$ cat src/design/pncs_pkg.sv
// Package for the parallel NOR flash command sequencer: commands, query layout, types
package pncs_pkg;

	// Flash data bus width in bits
	localparam int DATA_W = 16;

	// Flash command values
	localparam logic [15:0] CMD_QUERY = 16'h0098;
	localparam logic [15:0] CMD_READ_ARRAY = 16'h00FF;
	localparam logic [15:0] CMD_UNLOCK_SETUP = 16'h0060;
	localparam logic [15:0] CMD_CONFIRM = 16'h00D0;
	localparam logic [15:0] CMD_ERASE_SETUP = 16'h0020;
	localparam logic [15:0] CMD_READ_STATUS = 16'h0070;
	localparam logic [15:0] CMD_CLEAR_STATUS = 16'h0050;
	localparam logic [15:0] CMD_BUF_PROG = 16'h00E8;

	// Query offsets read in order: Q, R, Y, size exponent, block size low, block size high
	localparam int QRY_COUNT = 6;
	localparam logic [47:0] QRY_OFFS = {8'h30, 8'h2F, 8'h27, 8'h12, 8'h11, 8'h10};
	localparam logic [7:0] ASCII_Q = 8'h51;
	localparam logic [7:0] ASCII_R = 8'h52;
	localparam logic [7:0] ASCII_Y = 8'h59;
	localparam int QI_SIZE = 3;
	localparam int QI_BLK_LO = 4;
	localparam int QI_BLK_HI = 5;

	// Status register layout
	localparam int STS_READY_BIT = 7;
	localparam logic [7:0] STS_ERR_MASK = 8'h3A;

	// Operation codes and error codes
	typedef enum logic [1:0] {
		OP_ERASE = 2'b00,
		OP_PROGRAM = 2'b01,
		OP_READ = 2'b10,
		OP_IDENT = 2'b11
	} pncs_op_t;

	typedef enum logic [2:0] {
		ERR_NONE = 3'b000,
		ERR_UNINIT = 3'b001,
		ERR_RANGE = 3'b010,
		ERR_ALIGN = 3'b011,
		ERR_IDENT = 3'b100,
		ERR_FLASH = 3'b101
	} pncs_err_t;

	// Completion result carried with op_done
	typedef struct packed {
		logic err;
		pncs_err_t code;
	} pncs_result_t;

	localparam pncs_result_t RESULT_RESET = '{err: 1'b0, code: ERR_NONE};

	// Sequencer states
	typedef enum logic [4:0] {
		S_IDLE = 5'h00,
		S_QCMD = 5'h01,
		S_QRD = 5'h02,
		S_IDCHK = 5'h03,
		S_RSTA = 5'h04,
		S_UNL1 = 5'h05,
		S_UNL2 = 5'h06,
		S_ERS = 5'h07,
		S_ERC = 5'h08,
		S_STC = 5'h09,
		S_STR = 5'h0A,
		S_CLR = 5'h0B,
		S_BPS = 5'h0C,
		S_BPC = 5'h0D,
		S_BPD = 5'h0E,
		S_BPF = 5'h0F,
		S_RDD = 5'h10,
		S_FIN = 5'h11
	} pncs_state_t;

	localparam pncs_state_t STATE_RESET = S_QCMD;

endpackage : pncs_pkg

$ cat src/design/pncs_sequencer.sv
// Host-side command sequencer for a CFI parallel NOR flash behind a memory controller
//
// Operation
// - Identification runs first (automatically after reset) and nothing else is served until it succeeds.
// - Identification starts with a write of the query command 0x0098 to flash address zero.
// - Query offsets 0x10, 0x11, 0x12 must read Q, R, Y or identification fails.
// - The geometry bytes are read right after Q, R, Y, before the check, and kept for bounds and block arithmetic.
// - Each erased block is unlocked, then gets 0x20 and 0xD0 at its own block address.
// - An erase of any byte count inside the device erases every block the range touches.
// - Erase completion is reported only after success or a detected error, with an error flag.
// - Program counts from zero to the full capacity are allowed and a zero count touches nothing.
// - A program whose start or end lies outside the device is refused with an error and no flash access.
// - Program source, destination and byte count must be aligned to the 16-bit flash bus or the request is refused.
// - Program runs only when initialized_flag is 1, then resets the flash to read array and unlocks.
// - Program data goes out as buffered programs and success needs the flash to report completion.
// - Read counts from zero to the full capacity are served as words starting at the offset.
// - A read whose start offset lies beyond the device is refused with an error.
// - Read resets the flash to read array and unlocks the block before fetching data.
`timescale 1ns/100ps
module pncs_sequencer
	import pncs_pkg::*;
#(
	parameter int AW = 26,
	parameter int BUF_WORDS = 32
) (
	// Clock and reset
	input wire logic sys_clk,
	input wire logic sys_rst,
	// Operation request and completion
	input wire logic op_valid,
	input wire pncs_op_t op_code,
	input wire logic [AW:0] op_offset,
	input wire logic [AW:0] op_src,
	input wire logic [AW+1:0] op_count,
	output logic op_ready,
	output logic op_done,
	output pncs_result_t op_result,
	output logic initialized_flag,
	// Program data stream
	input wire logic wr_valid,
	input wire logic [DATA_W-1:0] wr_data,
	output logic wr_ready,
	// Read data stream
	output logic rd_valid,
	output logic [DATA_W-1:0] rd_data,
	// Flash access through the memory controller
	output logic mem_req,
	output logic mem_we,
	output logic [AW-1:0] mem_addr,
	output logic [DATA_W-1:0] mem_wdata,
	input wire logic mem_ack,
	input wire logic [DATA_W-1:0] mem_rdata
);

	localparam int BL = $clog2(BUF_WORDS);
	localparam int CW = BL + 1;

	// Geometry and buffer size must fit the address arithmetic
	if (AW < 9 || AW > 30 || BUF_WORDS < 2 || (1 << BL) != BUF_WORDS || BL >= AW) begin : g_bad_param
		$error("pncs_sequencer: unsupported AW or BUF_WORDS");
	end

	pncs_state_t state, next_state;
	pncs_op_t op, next_op;
	pncs_result_t next_op_result;
	logic [AW+1:0] cur, next_cur;
	logic [AW+1:0] last, next_last;
	logic [AW:0] remain, next_remain;
	logic [CW-1:0] chunk, next_chunk;
	logic [2:0] qidx, next_qidx;
	logic [QRY_COUNT-1:0][7:0] qry, next_qry;
	logic closing, next_closing;
	logic next_initialized_flag, next_op_ready, next_op_done, next_wr_ready, next_rd_valid;
	logic [DATA_W-1:0] next_rd_data;
	logic next_mem_req, next_mem_we;
	logic [AW-1:0] next_mem_addr;
	logic [DATA_W-1:0] next_mem_wdata;

	// Geometry derived from the kept query bytes
	logic [AW+1:0] dev_bytes, blk_bytes, blk_mask, cur_blk, nxt_blk, req_end;
	logic [CW-1:0] room, chunk_calc;
	logic qry_ok, off_bad, end_bad, align_bad, acc, take;

	assign dev_bytes = (AW + 2)'(1) << qry[QI_SIZE];
	assign blk_bytes = (AW + 2)'({qry[QI_BLK_HI], qry[QI_BLK_LO], 8'h00});
	assign blk_mask = blk_bytes - (AW + 2)'(1);
	assign cur_blk = cur & ~blk_mask;
	assign nxt_blk = cur_blk + blk_bytes;
	assign req_end = (AW + 2)'(op_offset) + op_count;
	// Out-of-device size exponents would wrap the shift, so they fail identification
	assign qry_ok = qry[0] == ASCII_Q && qry[1] == ASCII_R && qry[2] == ASCII_Y
		&& qry[QI_SIZE] <= 8'(AW + 1) && {qry[QI_BLK_HI], qry[QI_BLK_LO]} != 16'h0000;
	assign off_bad = (AW + 2)'(op_offset) >= dev_bytes;
	assign end_bad = req_end > dev_bytes;
	assign align_bad = op_offset[0] | op_src[0] | op_count[0];
	assign acc = mem_req & mem_ack;
	assign take = wr_ready & wr_valid;
	// A chunk never crosses a write-buffer boundary of the flash
	assign room = CW'(BUF_WORDS) - CW'(cur[BL:1]);
	assign chunk_calc = ((AW + 1)'(room) > remain) ? CW'(remain) : room;

	// Address and data of the access each state performs
	logic a_go, a_we;
	logic [AW-1:0] a_addr;
	logic [DATA_W-1:0] a_data;
	always_comb begin
		a_go = 1'b1;
		a_we = 1'b1;
		a_addr = cur_blk[AW:1];
		a_data = CMD_READ_ARRAY;
		case (state)
			S_QCMD: begin
				a_addr = '0;
				a_data = CMD_QUERY;
			end
			S_QRD: begin
				a_we = 1'b0;
				a_addr = AW'(QRY_OFFS[qidx*8 +: 8]);
			end
			S_RSTA: a_data = CMD_READ_ARRAY;
			S_UNL1: a_data = CMD_UNLOCK_SETUP;
			S_UNL2: a_data = CMD_CONFIRM;
			S_ERS: a_data = CMD_ERASE_SETUP;
			S_ERC: a_data = CMD_CONFIRM;
			S_STC: a_data = CMD_READ_STATUS;
			S_STR: a_we = 1'b0;
			S_CLR: a_data = CMD_CLEAR_STATUS;
			S_BPS: a_data = CMD_BUF_PROG;
			S_BPC: a_data = DATA_W'(chunk - CW'(1));
			S_BPD: begin
				a_go = take;
				a_addr = cur[AW:1];
				a_data = wr_data;
			end
			S_BPF: a_data = CMD_CONFIRM;
			S_RDD: begin
				a_we = 1'b0;
				a_addr = cur[AW:1];
			end
			default: a_go = 1'b0;
		endcase
	end

	// Sequencer next state
	always_comb begin
		next_state = state;
		next_op = op;
		next_op_result = op_result;
		next_cur = cur;
		next_last = last;
		next_remain = remain;
		next_chunk = chunk;
		next_qidx = qidx;
		next_qry = qry;
		next_closing = closing;
		next_initialized_flag = initialized_flag;
		next_op_done = 1'b0;
		next_rd_valid = 1'b0;
		next_rd_data = rd_data;
		next_wr_ready = 1'b0;
		next_mem_req = mem_req;
		next_mem_we = mem_we;
		next_mem_addr = mem_addr;
		next_mem_wdata = mem_wdata;
		// Request holds until acknowledged, then drops for a cycle
		if (a_go && !mem_req) begin
			next_mem_req = 1'b1;
			next_mem_we = a_we;
			next_mem_addr = a_addr;
			next_mem_wdata = a_data;
		end
		if (acc) begin
			next_mem_req = 1'b0;
		end
		case (state)
			S_IDLE: begin
				if (op_valid) begin
					next_op = op_code;
					next_op_result = RESULT_RESET;
					next_cur = (AW + 2)'(op_offset);
					next_closing = 1'b0;
					next_state = S_RSTA;
					if (op_code == OP_IDENT) begin
						next_initialized_flag = 1'b0;
						next_qidx = '0;
						next_state = S_QCMD;
					end else if (!initialized_flag) begin
						next_op_result = '{err: 1'b1, code: ERR_UNINIT};
						next_state = S_FIN;
					end else begin
						case (op_code)
							OP_ERASE: begin
								next_last = req_end - (AW + 2)'(1);
								if (off_bad || end_bad) begin
									next_op_result = '{err: 1'b1, code: ERR_RANGE};
									next_state = S_FIN;
								end else if (op_count == '0) begin
									next_state = S_FIN;
								end
							end
							OP_PROGRAM: begin
								next_remain = op_count[AW+1:1];
								if (align_bad) begin
									next_op_result = '{err: 1'b1, code: ERR_ALIGN};
									next_state = S_FIN;
								end else if (off_bad || end_bad) begin
									next_op_result = '{err: 1'b1, code: ERR_RANGE};
									next_state = S_FIN;
								end else if (op_count == '0) begin
									next_state = S_FIN;
								end
							end
							default: begin
								next_remain = (AW + 1)'((op_count + (AW + 2)'(1)) >> 1);
								if (off_bad) begin
									next_op_result = '{err: 1'b1, code: ERR_RANGE};
									next_state = S_FIN;
								end else if (op_count == '0) begin
									next_state = S_FIN;
								end
							end
						endcase
					end
				end
			end
			S_QCMD: if (acc) next_state = S_QRD;
			S_QRD: begin
				if (acc) begin
					next_qry[qidx] = mem_rdata[7:0];
					next_qidx = qidx + 3'h1;
					if (qidx == 3'(QRY_COUNT - 1)) begin
						next_state = S_IDCHK;
					end
				end
			end
			S_IDCHK: begin
				// Flash always goes back to read array, pass or fail
				next_cur = '0;
				next_closing = 1'b1;
				next_state = S_RSTA;
				if (qry_ok) begin
					next_initialized_flag = 1'b1;
				end else begin
					next_op_result = '{err: 1'b1, code: ERR_IDENT};
				end
			end
			S_RSTA: if (acc) next_state = closing ? S_FIN : S_UNL1;
			S_UNL1: if (acc) next_state = S_UNL2;
			S_UNL2: begin
				if (acc) begin
					next_state = (op == OP_ERASE) ? S_ERS : (op == OP_PROGRAM) ? S_BPS : S_RDD;
				end
			end
			S_ERS: if (acc) next_state = S_ERC;
			S_ERC: if (acc) next_state = S_STC;
			S_STC: if (acc) next_state = S_STR;
			S_STR: begin
				// Status reads repeat until ready
				if (acc && mem_rdata[STS_READY_BIT]) begin
					if ((mem_rdata[7:0] & STS_ERR_MASK) != 8'h00) begin
						next_op_result = '{err: 1'b1, code: ERR_FLASH};
						next_state = S_CLR;
					end else if (op == OP_ERASE) begin
						next_cur = nxt_blk;
						next_state = S_UNL1;
						if (nxt_blk > last) begin
							next_closing = 1'b1;
							next_state = S_RSTA;
						end
					end else begin
						next_state = S_UNL1;
						if (remain == '0) begin
							next_closing = 1'b1;
							next_state = S_RSTA;
						end
					end
				end
			end
			S_CLR: begin
				if (acc) begin
					next_closing = 1'b1;
					next_state = S_RSTA;
				end
			end
			S_BPS: begin
				if (acc) begin
					next_chunk = chunk_calc;
					next_state = S_BPC;
				end
			end
			S_BPC: if (acc) next_state = S_BPD;
			S_BPD: begin
				next_wr_ready = !mem_req && !take;
				if (acc) begin
					next_cur = cur + (AW + 2)'(2);
					next_remain = remain - (AW + 1)'(1);
					next_chunk = chunk - CW'(1);
					if (chunk == CW'(1)) begin
						next_state = S_BPF;
					end
				end
			end
			S_BPF: if (acc) next_state = S_STC;
			S_RDD: begin
				if (acc) begin
					next_rd_valid = 1'b1;
					next_rd_data = mem_rdata;
					next_cur = cur + (AW + 2)'(2);
					next_remain = remain - (AW + 1)'(1);
					if (remain == (AW + 1)'(1)) begin
						next_state = S_FIN;
					end
				end
			end
			S_FIN: begin
				next_op_done = 1'b1;
				next_state = S_IDLE;
			end
			default: next_state = S_IDLE;
		endcase
		next_op_ready = next_state == S_IDLE;
	end

	// Sequencer registers
	always_ff @(posedge sys_clk or posedge sys_rst) begin
		if (sys_rst) begin
			state <= STATE_RESET;
			op <= OP_IDENT;
			op_result <= RESULT_RESET;
			cur <= '0;
			last <= '0;
			remain <= '0;
			chunk <= '0;
			qidx <= '0;
			qry <= '0;
			closing <= 1'b0;
			initialized_flag <= 1'b0;
			op_ready <= 1'b0;
			op_done <= 1'b0;
			wr_ready <= 1'b0;
			rd_valid <= 1'b0;
			rd_data <= '0;
			mem_req <= 1'b0;
			mem_we <= 1'b0;
			mem_addr <= '0;
			mem_wdata <= '0;
		end else begin
			state <= next_state;
			op <= next_op;
			op_result <= next_op_result;
			cur <= next_cur;
			last <= next_last;
			remain <= next_remain;
			chunk <= next_chunk;
			qidx <= next_qidx;
			qry <= next_qry;
			closing <= next_closing;
			initialized_flag <= next_initialized_flag;
			op_ready <= next_op_ready;
			op_done <= next_op_done;
			wr_ready <= next_wr_ready;
			rd_valid <= next_rd_valid;
			rd_data <= next_rd_data;
			mem_req <= next_mem_req;
			mem_we <= next_mem_we;
			mem_addr <= next_mem_addr;
			mem_wdata <= next_mem_wdata;
		end
	end

	logic take_op;
	assign take_op = op_valid && op_ready;
endmodule : pncs_sequencer

$ cat config.mk
export PLATFORM = sky130hd
export DESIGN_NAME = pncs_sequencer
export DESIGN_NICKNAME = d
export VERILOG_FILES = /design/src/design/pncs_pkg.sv /design/src/design/pncs_sequencer.sv
export SDC_FILE = /design/constraint.sdc
export NUM_CORES = 1
export LEC_CHECK = 0
export ABC_CLOCK_PERIOD_IN_PS = 10530
export BUFFER_PORTS_ARGS = -buffer_cell sky130_fd_sc_hd__clkbuf_2
export CORE_MARGIN = 2
export CORE_UTILIZATION = 60
export CTS_CLUSTER_SIZE = 10
export DETAILED_ROUTE_END_ITERATION = 12
export PLACE_DENSITY_LB_ADDON = 0.05
export SLEW_MARGIN = 10
export SYNTH_ARGS = -nofsm -noshare
export SYNTH_HDL_FRONTEND = slang
export SYNTH_SLANG_ARGS = --single-unit
$ cat constraint.sdc
create_clock -name sys_clk -period 10.53 [get_ports sys_clk]
set_input_delay 1.5795 -clock sys_clk [delete_from_list [all_inputs] [get_ports sys_clk]]
set_output_delay 1.5795 -clock sys_clk [all_outputs]
set_load 0.02 [all_outputs]
==> flow_summary.json, run 1 <==
{
  "number_of_global_route_vias_before_repair": 15235,
  "layout_fillers": 2354,
  "startpoint_type": "input pin",
  "layout_worst_path_cycle_share": 0.635,
  "placed_cells_incl_taps": 2534,
  "cpLargestDelayFamily": "compound AO/OA/AOI/OAI gates",
  "timing.critical_path.cells": "clkbuf_2, ha_1, a21o_1, a31o_1, o21a_1, o2111ai_1, a31oi_1, o2111a_1, o21ai_0, nor3b_1, inv_1, ha_1, and4_1, and2_1, nand2_1, nor4_1, o31ai_1, o211a_1, a2111oi_0, buf_4, o211ai_1, a21boi_0, o21ai_0",
  "wl_per_cell_um": 20.3,
  "fmax_ghz": 0.150,
  "timing_worst_setup_path_type": "input pin to flip-flop",
  "cp_data_required_time_ps": 10980,
  "hold_start": "mem_wdata[15]$_DFFE_PP0P_",
  "min_period_ps": 6690,
  "cts-root-to-sink-buffers": 3,
  "clkSlewWorstSetupHoldPaths_ps": 50,
  "synth-warning-count": 0,
  "class_of_the_worst_hold_path": "flip-flop to flip-flop",
  "ys.flop_type": "dfrtp_1",
  "die_area_um2": 29800,
  "layout.core_utilization": 0.677,
  "layout-drive-gt1-share": 0.144,
  "critical_path_cell_count": 23,
  "die-width_um": 173,
  "final-setup-viol-count": 0,
  "clock_tree_from_tritoncts": "yes",
  "worst_slack_after_detailed_placement_ps": 3630,
  "die_y_um": 173,
  "hold-path-endpoint": "mem_wdata[15]$_DFFE_PP0P_",
  "synth-async-reset-ratio": 1.00,
  "adder_cell_share_of_the_synthesized_area": 0.0951,
  "worst_clock_skew_ps": 24.9,
  "post_synthesis_cell_type_count": 88,
  "dpl.hpwl_um": 39500,
  "drt_wl_total_um": 52100,
  "worst_slew_margin_relative_to_its_limit": 0.273,
  "max_cap_violations": 0,
  "worstReg2RegEnd": "op_ready$_DFF_PP0_",
  "crit_path_top_delay_cell": "a2111oi_0",
  "syn_area_um2": 17100,
  "final_net_count": 2434,
  "ios": 190,
  "fp-row-count": 61,
  "initial_antenna_violation_count": 1,
  "placeable_core_region_um2": 27900,
  "placed_area_um2": 18100,
  "data_arrival_time_of_the_worst_path_ps": 7140,
  "synth_xor_area_frac": 0.0554,
  "muxShareOfSynthArea": 0.0426,
  "synth_compound_gate_area_share": 0.224,
  "layout-area-overhead-vs-synth_pct": 10.5,
  "portBuffers": 163,
  "synth_largest_area_cell": "dfrtp_1",
  "ctsResizeCount": 0,
  "synth.avg_cell_area_um2": 8.21,
  "gp_congestion": 0.962,
  "min_path_cells": 2,
  "synth_enable_flop_cells": 0,
  "cts_root_buffer": "clkbuf_16",
  "unrepaired_setup_endpoints_after_global_routing": "no",
  "layout_commonest_cell": "nand2_1",
  "yosys.area_share.simple": 0.225,
  "fin_total_pwr_mw": 3.83,
  "lkg_pwr_nw": 8.48,
  "seq_area_frac_synth": 0.317,
  "synth_largest_type_area_fraction": 0.312,
  "track_usage": 0.344,
  "largest_family_of_logic_cells_by_synthesized_area": "simple AND/OR/NAND/NOR gates",
  "worstReg2RegStart": "blk_bytes[8]$_DFFE_PP0P_",
  "seqCellArea_um2": 5410,
  "drt_iter0_drc": 1745,
  "reg2reg_slack_ps": 4180,
  "power.density_cell_area_nw_per_um2": 203,
  "synth_net_count": 2329,
  "final_total_negative_setup_slack_ps": 0,
  "stdcell_count": 2571,
  "grt_pass1_wl_um": 83000,
  "numCtsBuffers": 26,
  "h-tree-depth": 1,
  "holdBufCountCts": 0,
  "clock_network_latency_to_the_later_pin_of_the_worst_skew_pair_ps": 540,
  "grt_start_max_net_pins": 144,
  "cp.buffers_inverters": 3,
  "status": "finished clean",
  "synthTopCellsByArea": "dfrtp_1 31%, ha_1 9.4%, o21ai_0 5.8%",
  "r2r.worst_path.cells": 24,
  "initial_cell_density_of_the_core": 0.612,
  "fin_area_um2": 18800,
  "drt_drc": 0,
  "crit_path_max_fanout": 6,
  "postLayoutSetupSlackWorst_ps": 3840,
  "layout_common_cells": "260 x nand2_1, 213 x dfrtp_1, 197 x o21ai_0",
  "power.ir.vdd_worst_mv": 0.127,
  "first_pass_iters": 7,
  "routed-via-count": 16486,
  "clock_sinks": 216,
  "timing.final.max_slew_violations": 0,
  "overflow": 0,
  "kind_of_end_point_of_the_critical_path": "flip-flop",
  "critPathMaxStageDelay_ps": 570,
  "timing_hold_violations_final": 0,
  "final_hold_slack_ps": 473,
  "synth_seq_cells": 216,
  "synthCells": 2079,
  "cts_setup_buffers": 0,
  "timing_worst_slew_pin_value_ps": 1090,
  "detail_route.vias_per_cell": 6.41,
  "drtAntennaViolNets": 0,
  "multi_input_comb_area_um2": 11000
}
-- worst max path at each step --
| stage | startpoint | to | slack, ps |
|---|---|---|---|
| floorplan | sys_rst | blk_bytes[10]$_DFFE_PP0P_ | 3050 |
| global placement | op_offset[4] | state[0]$_DFF_PP1_ | 3660 |
| detailed placement | op_offset[4] | state[0]$_DFF_PP1_ | 3630 |
| CTS | op_offset[4] | op_result[1]$_DFFE_PP0P_ | 4130 |
| global route | op_offset[4] | state[0]$_DFF_PP1_ | 3620 |
| finish | op_offset[4] | state[0]$_DFF_PP1_ | 3840 |
-- power breakdown --
part	total (mW)	internal [mW]	switching (mW)
Clock	0.815	0.477	0.338
Sequential	1.35	1.06	0.287
Combinational	1.66	0.633	1.03
Total	3.83	2.17	1.65
-- registers in the layout, summed over array words and instances, names as in the netlist, 6 cells and up --
name and flops:
blk_bytes 16, chunk 6, cur 27, last 28
mem_addr 26, mem_wdata 16, qry 32, rd_data 16
remain 27
-- metal layers --
| metal | GRT usage | vias to the layer above | wire length, µm |
|---|---|---|---|
| li1 | - | 7833 | - |
| met1 | 0.495 | 7843 | 22900 |
| met2 | 0.544 | 714 | 23400 |
| met3 | 0.0299 | 96 | 4010 |
| met4 | 0.120 | 0 | 1860 |
| met5 | 0 | - | 0 |
-- tightest hold or removal path, stage by stage (launching register included) --
cell     delay, ps
dfrtp_1        340
nand2_1         40
o21ai_0         60
-- cells in the mapped netlist, types with 16 or more instances --
master    count
a31oi_1      23
clkbuf_1     92
o21ai_0     197
inv_1        81
mux2_2       61
a21o_1       33
nand4_1      28
nand2_1     261
o31ai_1      16
and3_1       37
nor4_1       26
or3_1        28
and2_1       24
a21oi_1     139
a221oi_1     17
xnor2_1      69
nor2_1      147
xor2_1       39
dfrtp_1     213
a22oi_1      20
nand2b_1     19
nor3_1       65
ha_1        128
nand3_1      62
-- cell type report --
cell class                      count  area share
Multi-Input combinational cell   1681       0.583
Sequential cell                   216       0.287
Timing Repair Buffer              178      0.0493
Clock buffer                       35      0.0390
Tap cell                          378      0.0251
Inverter                           81      0.0165
Clock inverter                      1    0.000266
Antenna cell                        1    0.000133
-- cell families after synthesis --
family,after synthesis
adder cells (fa/ha/maj),129
XOR/XNOR,108
AO/OA/AOI/OAI,600
flip-flops,216
multiplexers,65
buffers and inverters,182
AND/OR/NAND/NOR,779
No activity file was read; power rests on OpenSTA's default activity.
==> inputs of run 2 (changes only) <==
Settings changed: ABC_CLOCK_PERIOD_IN_PS 10530 to 6600.
Clock period 10.53 ns to 6.6 ns, I/O delays scaled along.
==> run 2 against run 1 <==
Against the previous run: core utilization rose by 0.27 points; setup slack lost 3300 ps; flip-flop and latch count stayed put; wire length increased by 1.1%; sequential power grew 60%; non-clock buffer count up 6; register-to-register slack got worse by 3600 ps; critical path depth down 1; highest routed layer unchanged.
==> flow_summary.json, run 2 (synthesized netlist as in run 1, its figures left out) <==
{
  "kind_of_end_point_of_the_critical_path": "flip-flop",
  "cpLargestDelayFamily": "simple AND/OR/NAND/NOR gates",
  "initial_antenna_violation_count": 0,
  "critPathMaxStageDelay_ps": 680,
  "holdBufCountCts": 0,
  "worstReg2RegStart": "blk_bytes[15]$_DFFE_PP0P_",
  "layout_worst_path_cycle_share": 0.910,
  "grt_pass1_wl_um": 84100,
  "unrepaired_setup_endpoints_after_global_routing": "no",
  "worst_slew_margin_relative_to_its_limit": 0.177,
  "largest_register_ff_count": 32,
  "die-width_um": 173,
  "placeable_core_region_um2": 27900,
  "grt_start_max_net_pins": 64,
  "portBuffers": 163,
  "first_pass_iters": 6,
  "drtAntennaViolNets": 0,
  "fp-row-count": 61,
  "reg2reg_slack_ps": 590,
  "power.ir.vdd_worst_mv": 0.211,
  "routed-via-count": 16558,
  "final_total_negative_setup_slack_ps": 0,
  "overflow": 0,
  "final-setup-viol-count": 0,
  "cts-root-to-sink-buffers": 3,
  "layout-area-overhead-vs-synth_pct": 10.9,
  "clock_sinks": 216,
  "number_of_global_route_vias_before_repair": 15455,
  "layout_common_cells": "260 x nand2_1, 213 x dfrtp_1, 197 x o21ai_0",
  "startpoint_type": "flip-flop",
  "die_y_um": 173,
  "cp_data_required_time_ps": 7060,
  "fmax_ghz": 0.166,
  "antenna-diode-count": 0,
  "setup.worst_path.start": "blk_bytes[15]$_DFFE_PP0P_",
  "stdcell_count": 2581,
  "initial_cell_density_of_the_core": 0.612,
  "status": "finished clean",
  "timing_worst_setup_path_type": "flip-flop to flip-flop",
  "cts_setup_buffers": 0,
  "crit_path_max_fanout": 8,
  "ctsResizeCount": 0,
  "lkg_pwr_nw": 8.51,
  "timing_worst_slew_pin_value_ps": 1230,
  "worst_clock_skew_ps": 21.3,
  "layout_commonest_cell": "nand2_1",
  "cp.buffers_inverters": 0,
  "clock_network_latency_to_the_later_pin_of_the_worst_skew_pair_ps": 530,
  "placed_cells_incl_taps": 2540,
  "h-tree-depth": 1,
  "cts_root_buffer": "clkbuf_16",
  "wl_per_cell_um": 20.4,
  "power.density_cell_area_nw_per_um2": 324,
  "dpl.hpwl_um": 40700,
  "clkSlewWorstSetupHoldPaths_ps": 60,
  "data_arrival_time_of_the_worst_path_ps": 6470,
  "drt_wl_total_um": 52700,
  "numCtsBuffers": 26,
  "ios": 190,
  "biggestRegsByFlops": "qry (32), last (28)",
  "top_register": "qry",
  "timing.critical_path.cells": "nor4_1, nand2b_1, or3_1, xor2_1, and2_1, ha_1, nor2b_1, a221oi_1, a311oi_1, a31oi_1, nor3_1, o21a_1, ha_1, and4_1, nand2_1, or4_1, o21ai_0, a21oi_1, o21ai_0, nand2_1, a21oi_1, and3_1",
  "die_area_um2": 29800,
  "drt_drc": 0,
  "timing.final.max_slew_violations": 0,
  "final_net_count": 2440,
  "class_of_the_worst_hold_path": "input pin to async pin",
  "gp_congestion": 0.998,
  "clock_tree_from_tritoncts": "yes",
  "detail_route.vias_per_cell": 6.42,
  "drt_iter0_drc": 1769,
  "track_usage": 0.348,
  "timing_hold_violations_final": 0,
  "min_period_ps": 6010,
  "crit_path_top_delay_cell": "a31oi_1",
  "max_cap_violations": 0,
  "layout-drive-gt1-share": 0.146
}
==> run 2: power breakdown <==
part	total [mW]	internal (mW)	switching (mW)
clock network	1.32	0.791	0.530
logic	2.66	1.01	1.65
registers	2.16	1.70	0.464
total	6.14	3.50	2.64
==> run 2: layout make-up <==
cell class	count	area, µm²
sequential	216	5410
clock buffer	39	731
multi-input combinational	1681	11000
tap	378	473
clock inverter	2	35.0
fill	2371	8940
timing repair buffer	184	973
inverter	81	308
==> run 2: final timing paths <==
| kind | end | cells past startpoint |
|---|---|---|
| setup / recovery | op_ready$_DFF_PP0_ | 22 |
| hold / removal | mem_addr[25]$_DFFE_PP0P_ | 2 |
| setup reg to reg | op_ready$_DFF_PP0_ | 22 |
| hold reg to reg | mem_addr[20]$_DFFE_PP0P_ | 2 |
| max in group asynchronous | rd_data[12]$_DFFE_PP0P_ | 4 |
| min in group sys_clk | mem_addr[20]$_DFFE_PP0P_ | 2 |
==> run 2: layer usage <==
layer | share of wire | GRT usage | routed length (µm)
met1 | 0.44 | 0.489 | 23200
met2 | 0.45 | 0.553 | 23500
met3 | 0.072 | 0.0356 | 3780
met5 | 0 | 0 | 0
met4 | 0.043 | 0.139 | 2280
==> run 2: metrics by stage <==
stage | util | total power [mW] | instance area (µm²) | setup WS [ps] | hold slack [ps]
6_report | 0.679 | 6.14 | 18900 | 593 | 337
3_5_place_dp | 0.652 | 4.76 | 18200 | 282 | 470
2_1_floorplan | - | 3.97 | 17100 | 1350 | 443
3_3_place_gp | 0.652 | 4.67 | 18200 | 371 | 456
5_1_grt | 0.679 | 6.57 | 18900 | 258 | 353
4_1_cts | 0.679 | 6.10 | 18900 | 711 | 331
